===== config.mk =====
export PLATFORM = sky130hd
export DESIGN_NAME = sps_servo_gen
export DESIGN_NICKNAME = d
export VERILOG_FILES = /design/src/common/sps_pkg.sv /design/src/logic/sps_servo_gen.sv /design/src/logic/sps_sync.sv
export SDC_FILE = /design/constraint.sdc
export NUM_CORES = 1
export LEC_CHECK = 0
export ABC_AREA = 1
export BUFFER_PORTS_ARGS = -buffer_cell sky130_fd_sc_hd__buf_2
export CORE_ASPECT_RATIO = 1.1
export CORE_MARGIN = 2
export CORE_UTILIZATION = 40
export DETAILED_ROUTE_END_ITERATION = 10
export HOLD_SLACK_MARGIN = 0.1
export PLACE_DENSITY_LB_ADDON = 0.25
export SYNTH_ARGS = -nofsm -noshare
export SYNTH_HDL_FRONTEND = slang
export SYNTH_SLANG_ARGS = --single-unit

===== constraint.sdc =====
create_clock -name i_core_clk -period 4.65 [get_ports i_core_clk]
set_clock_uncertainty 0.1 [all_clocks]
set_input_delay 0.465 -clock i_core_clk [delete_from_list [all_inputs] [get_ports i_core_clk]]
set_output_delay 0.465 -clock i_core_clk [all_outputs]
set_load 0.01 [all_outputs]

===== src/common/sps_pkg.sv =====
`default_nettype none
package sps_pkg;
    // Core clock
    localparam int CLK_PERIOD_PS   = 5000;                     // 200 MHz core clock, in ps
    // Timing base: all long times are counted in ticks
    localparam int TICK_NS         = 1000;                     // One tick lasts 1 us
    localparam int TICK_CYCLES     = (TICK_NS * 1000) / CLK_PERIOD_PS;
    // Output period
    localparam int PERIOD_MS       = 20;                       // Pulse repetition period
    localparam int PERIOD_TICKS    = (PERIOD_MS * 1000000) / TICK_NS;
    // Pulse length span over the full converter range
    localparam int PULSE_MIN_US    = 500;                      // Length at a zero reading
    localparam int PULSE_MAX_US    = 2500;                     // Upper length limit; a full-scale reading falls just under it
    localparam int PULSE_MIN_TICKS = (PULSE_MIN_US * 1000) / TICK_NS;
    localparam int PULSE_SPAN_TICKS = ((PULSE_MAX_US - PULSE_MIN_US) * 1000) / TICK_NS;
    // Counter and converter widths
    localparam int CNT_W           = 16;                       // Both counters are 16 bits
    localparam int ADC_W           = 10;                       // Conversion result width
    localparam logic [CNT_W-1:0] CNT_TOP = 16'hffff;           // Value at which a counter overflows
    localparam logic [ADC_W-1:0] ADC_RST = 10'h000;            // Result held until first conversion
    localparam logic             CHAN_A  = 1'b0;               // Selector low picks set-point A

    // Request toward the converter
    typedef struct packed {
        logic start;                                           // One-cycle start strobe
        logic chan;                                            // Input multiplexer channel
    } sps_adc_req_t;

    // Answer from the converter
    typedef struct packed {
        logic             done;                                // One-cycle completion strobe
        logic [ADC_W-1:0] data;                                // Result, valid with done
    } sps_adc_rsp_t;
endpackage : sps_pkg
`default_nettype wire


===== src/logic/sps_servo_gen.sv =====
// Operation
// - 16-bit period counter overflows every 20 ms
// - Period overflow raises pulse and starts width counter
// - Width overflow drops pulse, halts width counter
// - Width counter preload set so pulse length is linear in conversion result
// - Zero to full scale gives 0.5 ms to just under 2.5 ms
// - Selector level picks which set-point is converted
`timescale 1ns/1ps
`default_nettype none
module sps_servo_gen #(
    // Long counts, shortened in simulation
    parameter int P_TICK_CYCLES  = sps_pkg::TICK_CYCLES,       // Core cycles per tick
    parameter int P_PERIOD_TICKS = sps_pkg::PERIOD_TICKS,      // Ticks per output period
    parameter int P_MIN_TICKS    = sps_pkg::PULSE_MIN_TICKS,   // Pulse ticks at zero reading
    parameter int P_SPAN_TICKS   = sps_pkg::PULSE_SPAN_TICKS   // Span of extra ticks; full scale gets just under it
) (
    // Clock and reset
    input  wire logic                  i_core_clk,
    input  wire logic                  i_rst,
    // Two-state position selector pin
    input  wire logic                  i_position_select_input,
    // Converter handshake
    output sps_pkg::sps_adc_req_t      o_adc_req,
    input  wire sps_pkg::sps_adc_rsp_t i_adc_rsp,
    // Servo control pulse
    output logic                       o_servo_pulse
);
    // Short names for the counter and converter widths
    localparam int CW = sps_pkg::CNT_W;                        // Counter width
    localparam int AW = sps_pkg::ADC_W;                        // Converter result width

    // Preload that makes a 16-bit up-counter overflow after the given ticks
    // Up-counters with a preload give the overflow timing that both counters need;
    // a count of zero would wrap to a full 65536 ticks, so callers never pass it
    function automatic logic [CW-1:0] preload(input int ticks);
        logic [CW:0] full;
        full = {1'b1, {CW{1'b0}}} - (CW+1)'(ticks);
        return full[CW-1:0];
    endfunction : preload

    // Pulse length in ticks, linear in the reading
    // A zero reading gives exactly the shortest pulse, full scale just under the longest
    function automatic int width_ticks(input logic [AW-1:0] data);
        logic [AW+CW-1:0] prod;
        prod = (AW+CW)'(data) * (AW+CW)'(P_SPAN_TICKS);
        // Dividing by 2^AW keeps the top reading a hair under the span
        return P_MIN_TICKS + int'(prod >> AW);
    endfunction : width_ticks

    // Pulse state machine
    // Two states only: one-hot keeps each decode to a single bit
    typedef enum logic [1:0] {
        SPS_PL_WAIT  = 2'b01,                                  // Output low, counter halted
        SPS_PL_HIGH  = 2'b10                                   // Output high, counter running
    } sps_pulse_st_t;

    // Conversion state machine
    typedef enum logic [1:0] {
        SPS_CV_IDLE  = 2'b01,                                  // No conversion outstanding
        SPS_CV_BUSY  = 2'b10                                   // Waiting for done
    } sps_conv_st_t;

    // Selector, timing chain and counters
    logic                   sel_sync;                          // Synchronised selector level
    logic [15:0]            tick_cnt_q;                        // Tick prescaler
    logic                   tick;                              // One-cycle tick strobe
    logic [CW-1:0]          period_cnt_q;                      // Period counter
    logic                   period_evt;                        // Period overflow strobe
    logic [CW-1:0]          width_cnt_q;                       // Pulse-width counter
    logic                   width_ovf;                         // Width overflow strobe
    // State machines and registered outputs
    sps_pulse_st_t          pulse_st_q;                        // Pulse state
    sps_conv_st_t           conv_st_q;                         // Conversion state
    logic [AW-1:0]          result_q;                          // Latest conversion result
    logic                   start_q;                           // Start strobe register
    logic                   chan_q;                            // Channel register
    logic                   pulse_q;                           // Output pulse register
    logic                   boot_q;                            // First conversion not yet asked

    // Selector comes from a pin: two flops before any use
    // Both stages reset low, so the boot conversion always reads set-point A
    sps_sync u_sel_sync (
        .i_core_clk (i_core_clk),
        .i_rst      (i_rst),
        .i_async    (i_position_select_input),
        .o_sync     (sel_sync)
    );

    // Tick prescaler; both counters step on the same tick so timing is exact
    // A 1 us tick trades pulse resolution for 16-bit counters that span 20 ms
    assign tick = (tick_cnt_q == 16'(P_TICK_CYCLES - 1));

    always_ff @(posedge i_core_clk) begin
        if (i_rst || tick) begin
            // Reset and wrap share a branch, so counting restarts in phase
            tick_cnt_q <= 16'h0000;
        end else begin
            tick_cnt_q <= tick_cnt_q + 16'h0001;
        end
    end

    // Period counter, reloaded on its own overflow
    // The reset preload puts the first event one full period after release
    assign period_evt = tick && (period_cnt_q == sps_pkg::CNT_TOP);

    always_ff @(posedge i_core_clk) begin
        if (i_rst) begin
            period_cnt_q <= preload(P_PERIOD_TICKS);
        end else if (period_evt) begin
            period_cnt_q <= preload(P_PERIOD_TICKS);
        end else if (tick) begin
            period_cnt_q <= period_cnt_q + 16'h0001;
        end
    end

    // Width counter overflow only matters while the pulse is high
    // Qualifying with the state keeps a halted counter at the top from starting conversions
    assign width_ovf = tick && (pulse_st_q == SPS_PL_HIGH) && (width_cnt_q == sps_pkg::CNT_TOP);

    // Width counter: preloaded on the period event, halted when low
    // Only the state term in width_ovf keeps the counter halted at the top from firing a second overflow
    // Limitation: a reading that lands mid-pulse only serves the next period
    always_ff @(posedge i_core_clk) begin
        if (i_rst) begin
            width_cnt_q <= sps_pkg::CNT_TOP;
        end else if (period_evt) begin
            width_cnt_q <= preload(width_ticks(result_q));
        end else if (tick && (pulse_st_q == SPS_PL_HIGH) && !width_ovf) begin
            width_cnt_q <= width_cnt_q + 16'h0001;
        end
    end

    // Pulse state and output
    // The pin comes from its own flop, moved together with the state
    always_ff @(posedge i_core_clk) begin
        if (i_rst) begin
            pulse_st_q <= SPS_PL_WAIT;
            pulse_q    <= 1'b0;
        end else begin
            unique case (pulse_st_q)
                SPS_PL_WAIT: begin
                    // Pin low, counter halted, waiting for the period event
                    if (period_evt) begin
                        pulse_st_q <= SPS_PL_HIGH;
                        pulse_q    <= 1'b1;
                    end
                end
                SPS_PL_HIGH: begin
                    // A period event cannot land here: the longest pulse is far shorter
                    if (width_ovf) begin
                        pulse_st_q <= SPS_PL_WAIT;
                        pulse_q    <= 1'b0;
                    end
                end
                default: begin
                    // Illegal code: fall back to waiting with the pin low
                    pulse_st_q <= SPS_PL_WAIT;
                    pulse_q    <= 1'b0;
                end
            endcase
        end
    end

    // Boot flag: ask for one conversion straight after reset
    // Without it the first period would run on the reset result, not on a reading
    // It drops on the first idle cycle, the same edge at which the start is raised
    always_ff @(posedge i_core_clk) begin
        if (i_rst) begin
            boot_q <= 1'b1;
        end else if (conv_st_q == SPS_CV_IDLE) begin
            boot_q <= 1'b0;
        end
    end

    // Conversion sequencing: start at pulse end so the result is ready well before
    // the next period event; channel follows the selector at the start
    // A pulse end while still busy skips that conversion and the old result stays;
    // a converter slower than one period therefore leaves some periods stale
    always_ff @(posedge i_core_clk) begin
        if (i_rst) begin
            conv_st_q <= SPS_CV_IDLE;
            start_q   <= 1'b0;
            chan_q    <= sps_pkg::CHAN_A;
        end else begin
            // Start is a strobe: low unless raised below for one cycle
            start_q <= 1'b0;
            unique case (conv_st_q)
                SPS_CV_IDLE: begin
                    if (width_ovf || boot_q) begin
                        conv_st_q <= SPS_CV_BUSY;
                        start_q   <= 1'b1;
                        chan_q    <= sel_sync;
                    end
                end
                SPS_CV_BUSY: begin
                    // The answer has no timeout; the converter must always finish
                    if (i_adc_rsp.done) begin
                        conv_st_q <= SPS_CV_IDLE;
                    end
                end
                default: begin
                    // Illegal code: fall back to idle
                    conv_st_q <= SPS_CV_IDLE;
                end
            endcase
        end
    end

    // Result register; a late answer simply serves the following period
    // A done while idle is ignored, so a stray answer cannot alter the width
    always_ff @(posedge i_core_clk) begin
        if (i_rst) begin
            result_q <= sps_pkg::ADC_RST;
        end else if ((conv_st_q == SPS_CV_BUSY) && i_adc_rsp.done) begin
            result_q <= i_adc_rsp.data;
        end
    end

    // Outputs come straight from flops; the request struct is driven as a whole
    assign o_adc_req     = '{start: start_q, chan: chan_q};
    assign o_servo_pulse = pulse_q;
endmodule : sps_servo_gen
`default_nettype wire


===== src/logic/sps_sync.sv =====
`timescale 1ns/1ps
`default_nettype none
// Two-stage synchroniser for a level from a pin
module sps_sync (
    // Clock and reset
    input  wire logic i_core_clk,
    input  wire logic i_rst,
    // Asynchronous level in, synchronised level out
    input  wire logic i_async,
    output logic      o_sync
);
    logic meta_q;   // First stage, read only by the second stage
    logic sync_q;   // Second stage, safe to use

    // Both stages clear on reset so the selector reads low at start-up
    always_ff @(posedge i_core_clk) begin
        if (i_rst) begin
            meta_q <= 1'b0;
            sync_q <= 1'b0;
        end else begin
            meta_q <= i_async;
            sync_q <= meta_q;
        end
    end

    assign o_sync = sync_q;
endmodule : sps_sync
`default_nettype wire


# ---- Yosys cells after proc, flatten, opt, wreduce, memory -nomap -nowiden
# Index checks and enable logic that the tools add are counted.
# Widths: inputs -> output; s select.
dict set report word_totals {
  regBits 68
  inputBits 14
  out_inout_bits 3
  word_cells 56
}
dict set report classes {
  n_addsub 5
  multipliers 1
  n_eq_ne 11
  n_mux 12
  n_bitwise 1
  reduce_logical 14
}
# cell n
set op_table {}
lappend op_table {{$add 16x1->16 const B} 3}
lappend op_table {{$eq 16x16->1 const B} 2}
lappend op_table {{$mux 16} 2}
lappend op_table {{$mul 10x7->17 const B} 1}
lappend op_table {{$eq 16x8->1 const B} 1}
lappend op_table {{$sub 1x12->13 const A} 1}
lappend op_table {{$add 9x11->12 const A} 1}
lappend op_table {{$mux 2} 4}
lappend op_table {{$pmux 2 s2} 2}
lappend op_table {{$ne 2x2->1 const B} 3}
lappend op_table {{$reduce_and 2->1} 3}
lappend op_table {{$logic_and 1x1->1} 5}
lappend op_table {{$eq 2x1->1 const B} 2}
lappend op_table {{$eq 2x2->1 const B} 2}
lappend op_table {{$reduce_or 2->1} 2}
lappend op_table {{$mux 1} 3}
lappend op_table {{$logic_or 1x1->1} 2}
lappend op_table {{$ne 2x1->1 const B} 1}
lappend op_table {{$pmux 1 s2} 1}
lappend op_table {{$reduce_bool 2->1} 1}
lappend op_table {{$logic_not 1->1} 1}
lappend op_table {{$not 1->1} 1}

# ---- Longest topological paths before layout
dict set report depth {
  ltp_word 7
  ltp_mapped 26
  mapped_depth_nobuf 26
}

# ---- Hierarchy
# A second synthesis with hierarchy kept.
dict set report hier_totals {
  cells_unflattened 743
  hier_area_um2 5310.1
}
# mod instances cells_per_inst area_each_um2 seq_area_each_um2
set modules_own_cells {}
lappend modules_own_cells {sps_servo_gen 1 737 5255.0 1301.2}
lappend modules_own_cells {sps_sync 1 6 55.1 40.0}

# ---- Worst setup path after synthesis
# No wires, ideal clock.
dict set report synth_timing {
  path_kind {register to register}
  from {register result_q[3]}
  to {register width_cnt_q[9]}
  setup_ns 0.112
  t_arrival_ns 4.035
  required_time_ns 4.438
  slack_ns 0.403
  stages_incl_launch_ff 27
  path_buffers 0
  synth_period_minus_slack_ns 4.247
  cell_sequence {dfxtp_1 inv_1 fa_1 fa_1 inv_1 fa_1 inv_1 fa_1 inv_1 ha_1 inv_1 o21bai_1 nand2_1 nand2_1 inv_1 nand2_1 nand2_1 nand2_1 nand2_1 nor2_2 nand2_1 nand2_1 nand2_1 nand2_1 nand2_1 nand2_1 nand2_1}
}
dict set report synth_via {
  elab_chain_cells 4
}
# item line_no
set synth_lines {}
lappend synth_lines {{start: declaration} sps_servo_gen.sv:74} ;# logic [AW-1:0] result_q;
lappend synth_lines {{start signal: assignment} sps_servo_gen.sv:213} ;# result_q <= sps_pkg::ADC_RST;
lappend synth_lines {{start signal: assignment} sps_servo_gen.sv:215} ;# result_q <= i_adc_rsp.data;
lappend synth_lines {{$mul 10x7->17} sps_servo_gen.sv:45} ;# prod = (AW+CW)'(data) * (AW+CW)'(P_SPAN_TICKS);
lappend synth_lines {{$add 9x11->12} sps_servo_gen.sv:47} ;# return P_MIN_TICKS + int'(prod >> AW);
lappend synth_lines {{$sub 1x12->13} sps_servo_gen.sv:37} ;# full = {1'b1, {CW{1'b0}}} - (CW+1)'(ticks);
lappend synth_lines {{$mux 16} sps_servo_gen.sv:126} ;# end else if (period_evt) begin
lappend synth_lines {{end signal: assignment} sps_servo_gen.sv:125} ;# width_cnt_q <= sps_pkg::CNT_TOP;
lappend synth_lines {{end signal: assignment} sps_servo_gen.sv:127} ;# width_cnt_q <= preload(width_ticks(result_q));
lappend synth_lines {{end signal: assignment} sps_servo_gen.sv:129} ;# width_cnt_q <= width_cnt_q + 16'h0001;
lappend synth_lines {{end: declaration} sps_servo_gen.sv:69} ;# logic [CW-1:0] width_cnt_q;
# Every way passes these cells.
# A chain may end at the register's enable or synchronous reset.

# ---- Worst setup path in the final report
dict set report layout_timing {
  from {register result_q[0]}
  to {register width_cnt_q[7]}
}
# Same word-level chain as after synthesis.

==> parameters.txt <==
Parameter                              Value

Run status
  Status ... finished, final reports clean

Pwr
  Share of total power in combinational logic ... about 15%
  Overall Power ... between 1500 and 2000 uW
  Internal power of the cells ... about 1100 uW
  Part of the power in the clock network ... 46.2%
  Pwr Density ... 259.2 nW/um^2
  Switching power ... slightly above 400 uW
  Leak pwr ... about 0.0029 uW
  Sequential cell fraction of total power ... roughly two fifths
  Largest voltage drop on the vdd net ... 0.1252 mV
  Switching power share of the total ... 26.89%

Final layout
  ANT cells ... 0
  Number of standard cells in the final layout excluding fillers ... 919
  Fraction of final layout cells with drive strength greater than 1 ... between 10% and 20%
  Post-route cell area ... about 6000 um^2
  Area added between synthesis and finish ... 12.09%
  Total number of nets in the final design ... between 800 and 900

Floorplanning
  Core area ... roughly 13000 um^2
  Die span in y ... approximately 120 um
  Chip Width ... roughly 110 um
  I/O pins ... 17
  DIE AREA ... 14080 um^2
  Starting density of the core ... 41.24%
  Std-Cell Rows ... 43

STA
  Post-route fraction of the period consumed by the critical path ... around 94%
  Slew headroom ... between 40 and 50%
  Slew Limit Fails ... 0
  Setup violators final ... 0
  Post-route minimum period ... approximately 4.4 ns
  Setup WS post-layout ... around 0.28 ns
  Highest attainable clock frequency ... approximately 230 MHz
  Number of hold violations in the final report ... 0
  Slew of the pin with the lowest slew margin ... roughly 0.77 ns
  Final sum of negative setup slack ... 0 ns

Critical path
  Setup CP Type ... reg2reg
  Crit path capture ... width_cnt_q[7]$_SDFFE_PP1P_
  Worst EP required ... 4.75 ns
  Reg-to-reg endpoint ... width_cnt_q[7]$_SDFFE_PP1P_
  Crit. End Element ... register
  RR Startpoint ... result_q[0]$_SDFFE_PP0P_
  Critical path fanouts, max ... 4
  CP startpoint ... result_q[0]$_SDFFE_PP0P_
  Crit path arrival time ... 4.48 ns
  R2R cell count ... 20
  Type of origin of the critical path ... register
  Setup slack, reg-to-reg ... 0.28 ns

Flow run
  Number of max-capacitance violations reported ... 0

Route
  Drt pass-1 iters ... 5
  Vias per inst ... around 5.0
  Total number of vias ... between 4000 and 5000
  Post-detailed-route wirelength per cell ... around 12 um
  DRC errors left ... 0
  Starting DRC count in detailed routing ... roughly 180
  Post-detailed-routing wire length ... roughly 11000 um
  Remaining antenna violation count after routing ... 0

GRT
  Met3 track demand over resource in global routing ... 3.406%
  Global-route wire length before repair ... 19910 um
  Routing layer with the top usage in global route ... met2
  Number of antenna violations at the first check in global routing ... 0
  Total routing resource utilization after global routing ... roughly 17%
  Largest net degree at the start of global routing ... 25
  Remaining Overflow, GRT ... 0
  GR met1 Demand/Resource ... slightly above 20%
  Met2 GRT Util ... ~31%
  Number of global-route vias before repair ... between 4000 and 5000

CTS
  Reg clk slew, reported paths ... approximately 0.060 ns
  Clock latency reported for the late side of the worst-skew pair ... ~0.34 ns
  Number of CTS-inserted buffers ... 9
  Number of H-tree levels ... 3
  CTS tree ... yes
  CTS max path bufs ... 2
  Hold buffer count at CTS ... 0
  Root buffer cell ... clkbuf_16
  CTS sink count ... 67

Placement
  Dpl ws ... between 0.05 and 0.06 ns
  Number of cells in the design after placement ... 902
  Gpl congestion ... roughly 0.80
  Detail Placement HPWL ... roughly 9100 um
  IO buf count ... 16
  Cell area after placement ... between 5000 and 6000 um^2

Yosys
  Cell Area, Synth ... between 5000 and 6000 um^2
  Avg Cell Area, Syn ... 7.145 um^2
  Share of the yosys chip area belonging to registers ... around a quarter
  Count of flip-flops with a built-in enable after synthesis ... 0
  Synthesized flop and latch total ... between 60 and 70
  Net count of the mapped netlist ... ~800
  Count of unique library cells instantiated by Yosys ... 42
  Commonest register cell after synthesis ... dfxtp_1
  Async set-or-reset flop fraction in the synthesized netlist ... 0%
  Cell count after synthesis ... 736
  Number of warning messages in the yosys log ... 0

Worst hold path
  Worst hold-check path type ... in2reg
-- state kept, by name (all words and copies together), names as in the netlist --
register / flops
u_sel_sync.o_sync: 1
boot_q: 1
period_cnt_q: 16
tick_cnt_q: 16
u_sel_sync.meta_q: 1
pulse_st_q: 2
chan_q: 1
conv_st_q: 2
start_q: 1
result_q: 10
width_cnt_q: 16
-- routing by layer --
| metal | up-vias | wire length, um | share of wire (%) |
|---|---|---|---|
| met2 | 45 | 5932 | 52 |
| met5 | - | 0 | 0 |
| li1 | 2372 | - | - |
| met3 | 20 | 273 | 2.4 |
| met1 | 2127 | 4925 | 43 |
| met4 | 0 | 240 | 2.1 |
-- final cells by class --
type	instances	area [um^2]
well taps	157	196.4
flip-flops and latches	67	1346
repair buffers	21	117.6
multi-input cells	516	3395
inverters	142	533.0
clock buffers	13	260.3
fillers	1278	6857
clock inverters	3	46.29
-- layout by cell type, fill, tap and decap left out, drive strengths merged --
cell type	Yosys	layout
or2	2	2
a31oi	1	1
and3	2	2
buf	4	21
o211ai	4	4
nor3	11	11
nand3b	4	4
nor2	80	80
o21ai	44	44
nand2	159	159
dfxtp	67	67
nor3b	3	3
o21bai	3	3
clkinvlp	0	1
xnor2	5	5
nand3	47	47
xor2	14	14
clkinv	3	4
o21a	1	1
inv	139	139
fa	29	29
nand4	18	18
clkbuf	7	13
ha	42	42
bufinv	0	1
a21oi	42	42
nor4	5	5
-- cells in the mapped netlist (all sizes together), types with 4 or more instances --
cell / number / area (um^2)
a21oi: 42 / 214.0
fa: 29 / 580.6
nor3: 11 / 81.33
ha: 42 / 525.5
inv: 139 / 521.8
buf: 4 / 33.78
dfxtp: 67 / 1341
xor2: 14 / 122.6
nand2: 159 / 604.3
nor4: 5 / 31.28
o211ai: 4 / 30.03
nand4: 18 / 133.9
clkbuf: 7 / 26.28
xnor2: 5 / 43.79
nand3b: 4 / 30.03
nand3: 47 / 257.8
nor2: 80 / 354.1
o21ai: 44 / 224.0
-- logic make-up after synthesis --
group                      synth area share (%)
xor gates and xnor gates                  3.164
adders and majority gates                 21.03
and+or+nand+nor                           29.43
buffers and inverters                     11.28
AOI/OAI and AO/OA                         9.589
DFF                                       25.51
-- worst max-delay path, cell delays in order (launching register included) --
cell and delay, ns:
dfxtp_1 0.32, fa_1 0.52, fa_1 0.52, inv_1 0.05
fa_1 0.47, fa_1 0.51, inv_1 0.04, ha_1 0.35
nand2_1 0.13, nor2_1 0.11, nand2_1 0.07, nand3_1 0.14
nand2_1 0.08, nand2_2 0.10, nand2_2 0.11, nor2_4 0.16
nor2_1 0.07, a21oi_1 0.16, o21ai_1 0.10, nand2_1 0.07
nand2_1 0.04
-- power by group through the flow --
stage          Clock [uW]  Combinational (uW)  Sequential [uW]
2_1_floorplan           0                 166              603
3_3_place_gp            0                 205              604
3_5_place_dp            0                 212              605
4_1_cts               728                 214              592
5_1_grt               754                 265              594
6_report              706                 229              593
-- worst min path at each step --
stage	cells past startpoint	startpoint	endpoint	slack [ns]
3_3_place_gp	2	u_sel_sync.meta_q$_SDFF_PP0_	u_sel_sync.o_sync$_SDFF_PP0_	0.29
4_1_cts	3	i_position_select_input	u_sel_sync.meta_q$_SDFF_PP0_	0.24
3_5_place_dp	2	u_sel_sync.meta_q$_SDFF_PP0_	u_sel_sync.o_sync$_SDFF_PP0_	0.30
5_1_grt	3	i_position_select_input	u_sel_sync.meta_q$_SDFF_PP0_	0.27
2_1_floorplan	2	u_sel_sync.meta_q$_SDFF_PP0_	u_sel_sync.o_sync$_SDFF_PP0_	0.29
6_report	3	i_position_select_input	u_sel_sync.meta_q$_SDFF_PP0_	0.25
-- through the flow --
stage	hold WS, ns	utilization (%)
after global placement	0.2906	43.18
after floorplan	0.2883	-
after detailed placement	0.3043	43.18
after global routing	0.2703	46.23
after CTS	0.2379	45.58
final	0.2456	46.23
-- timing repair --
item,in CTS,in global routing
endpoints found under the setup margin,0,8
hold endpoints to repair,0,0
setup buffers,0,1
resized for setup,0,23
(Power assumes the default switching activity.)
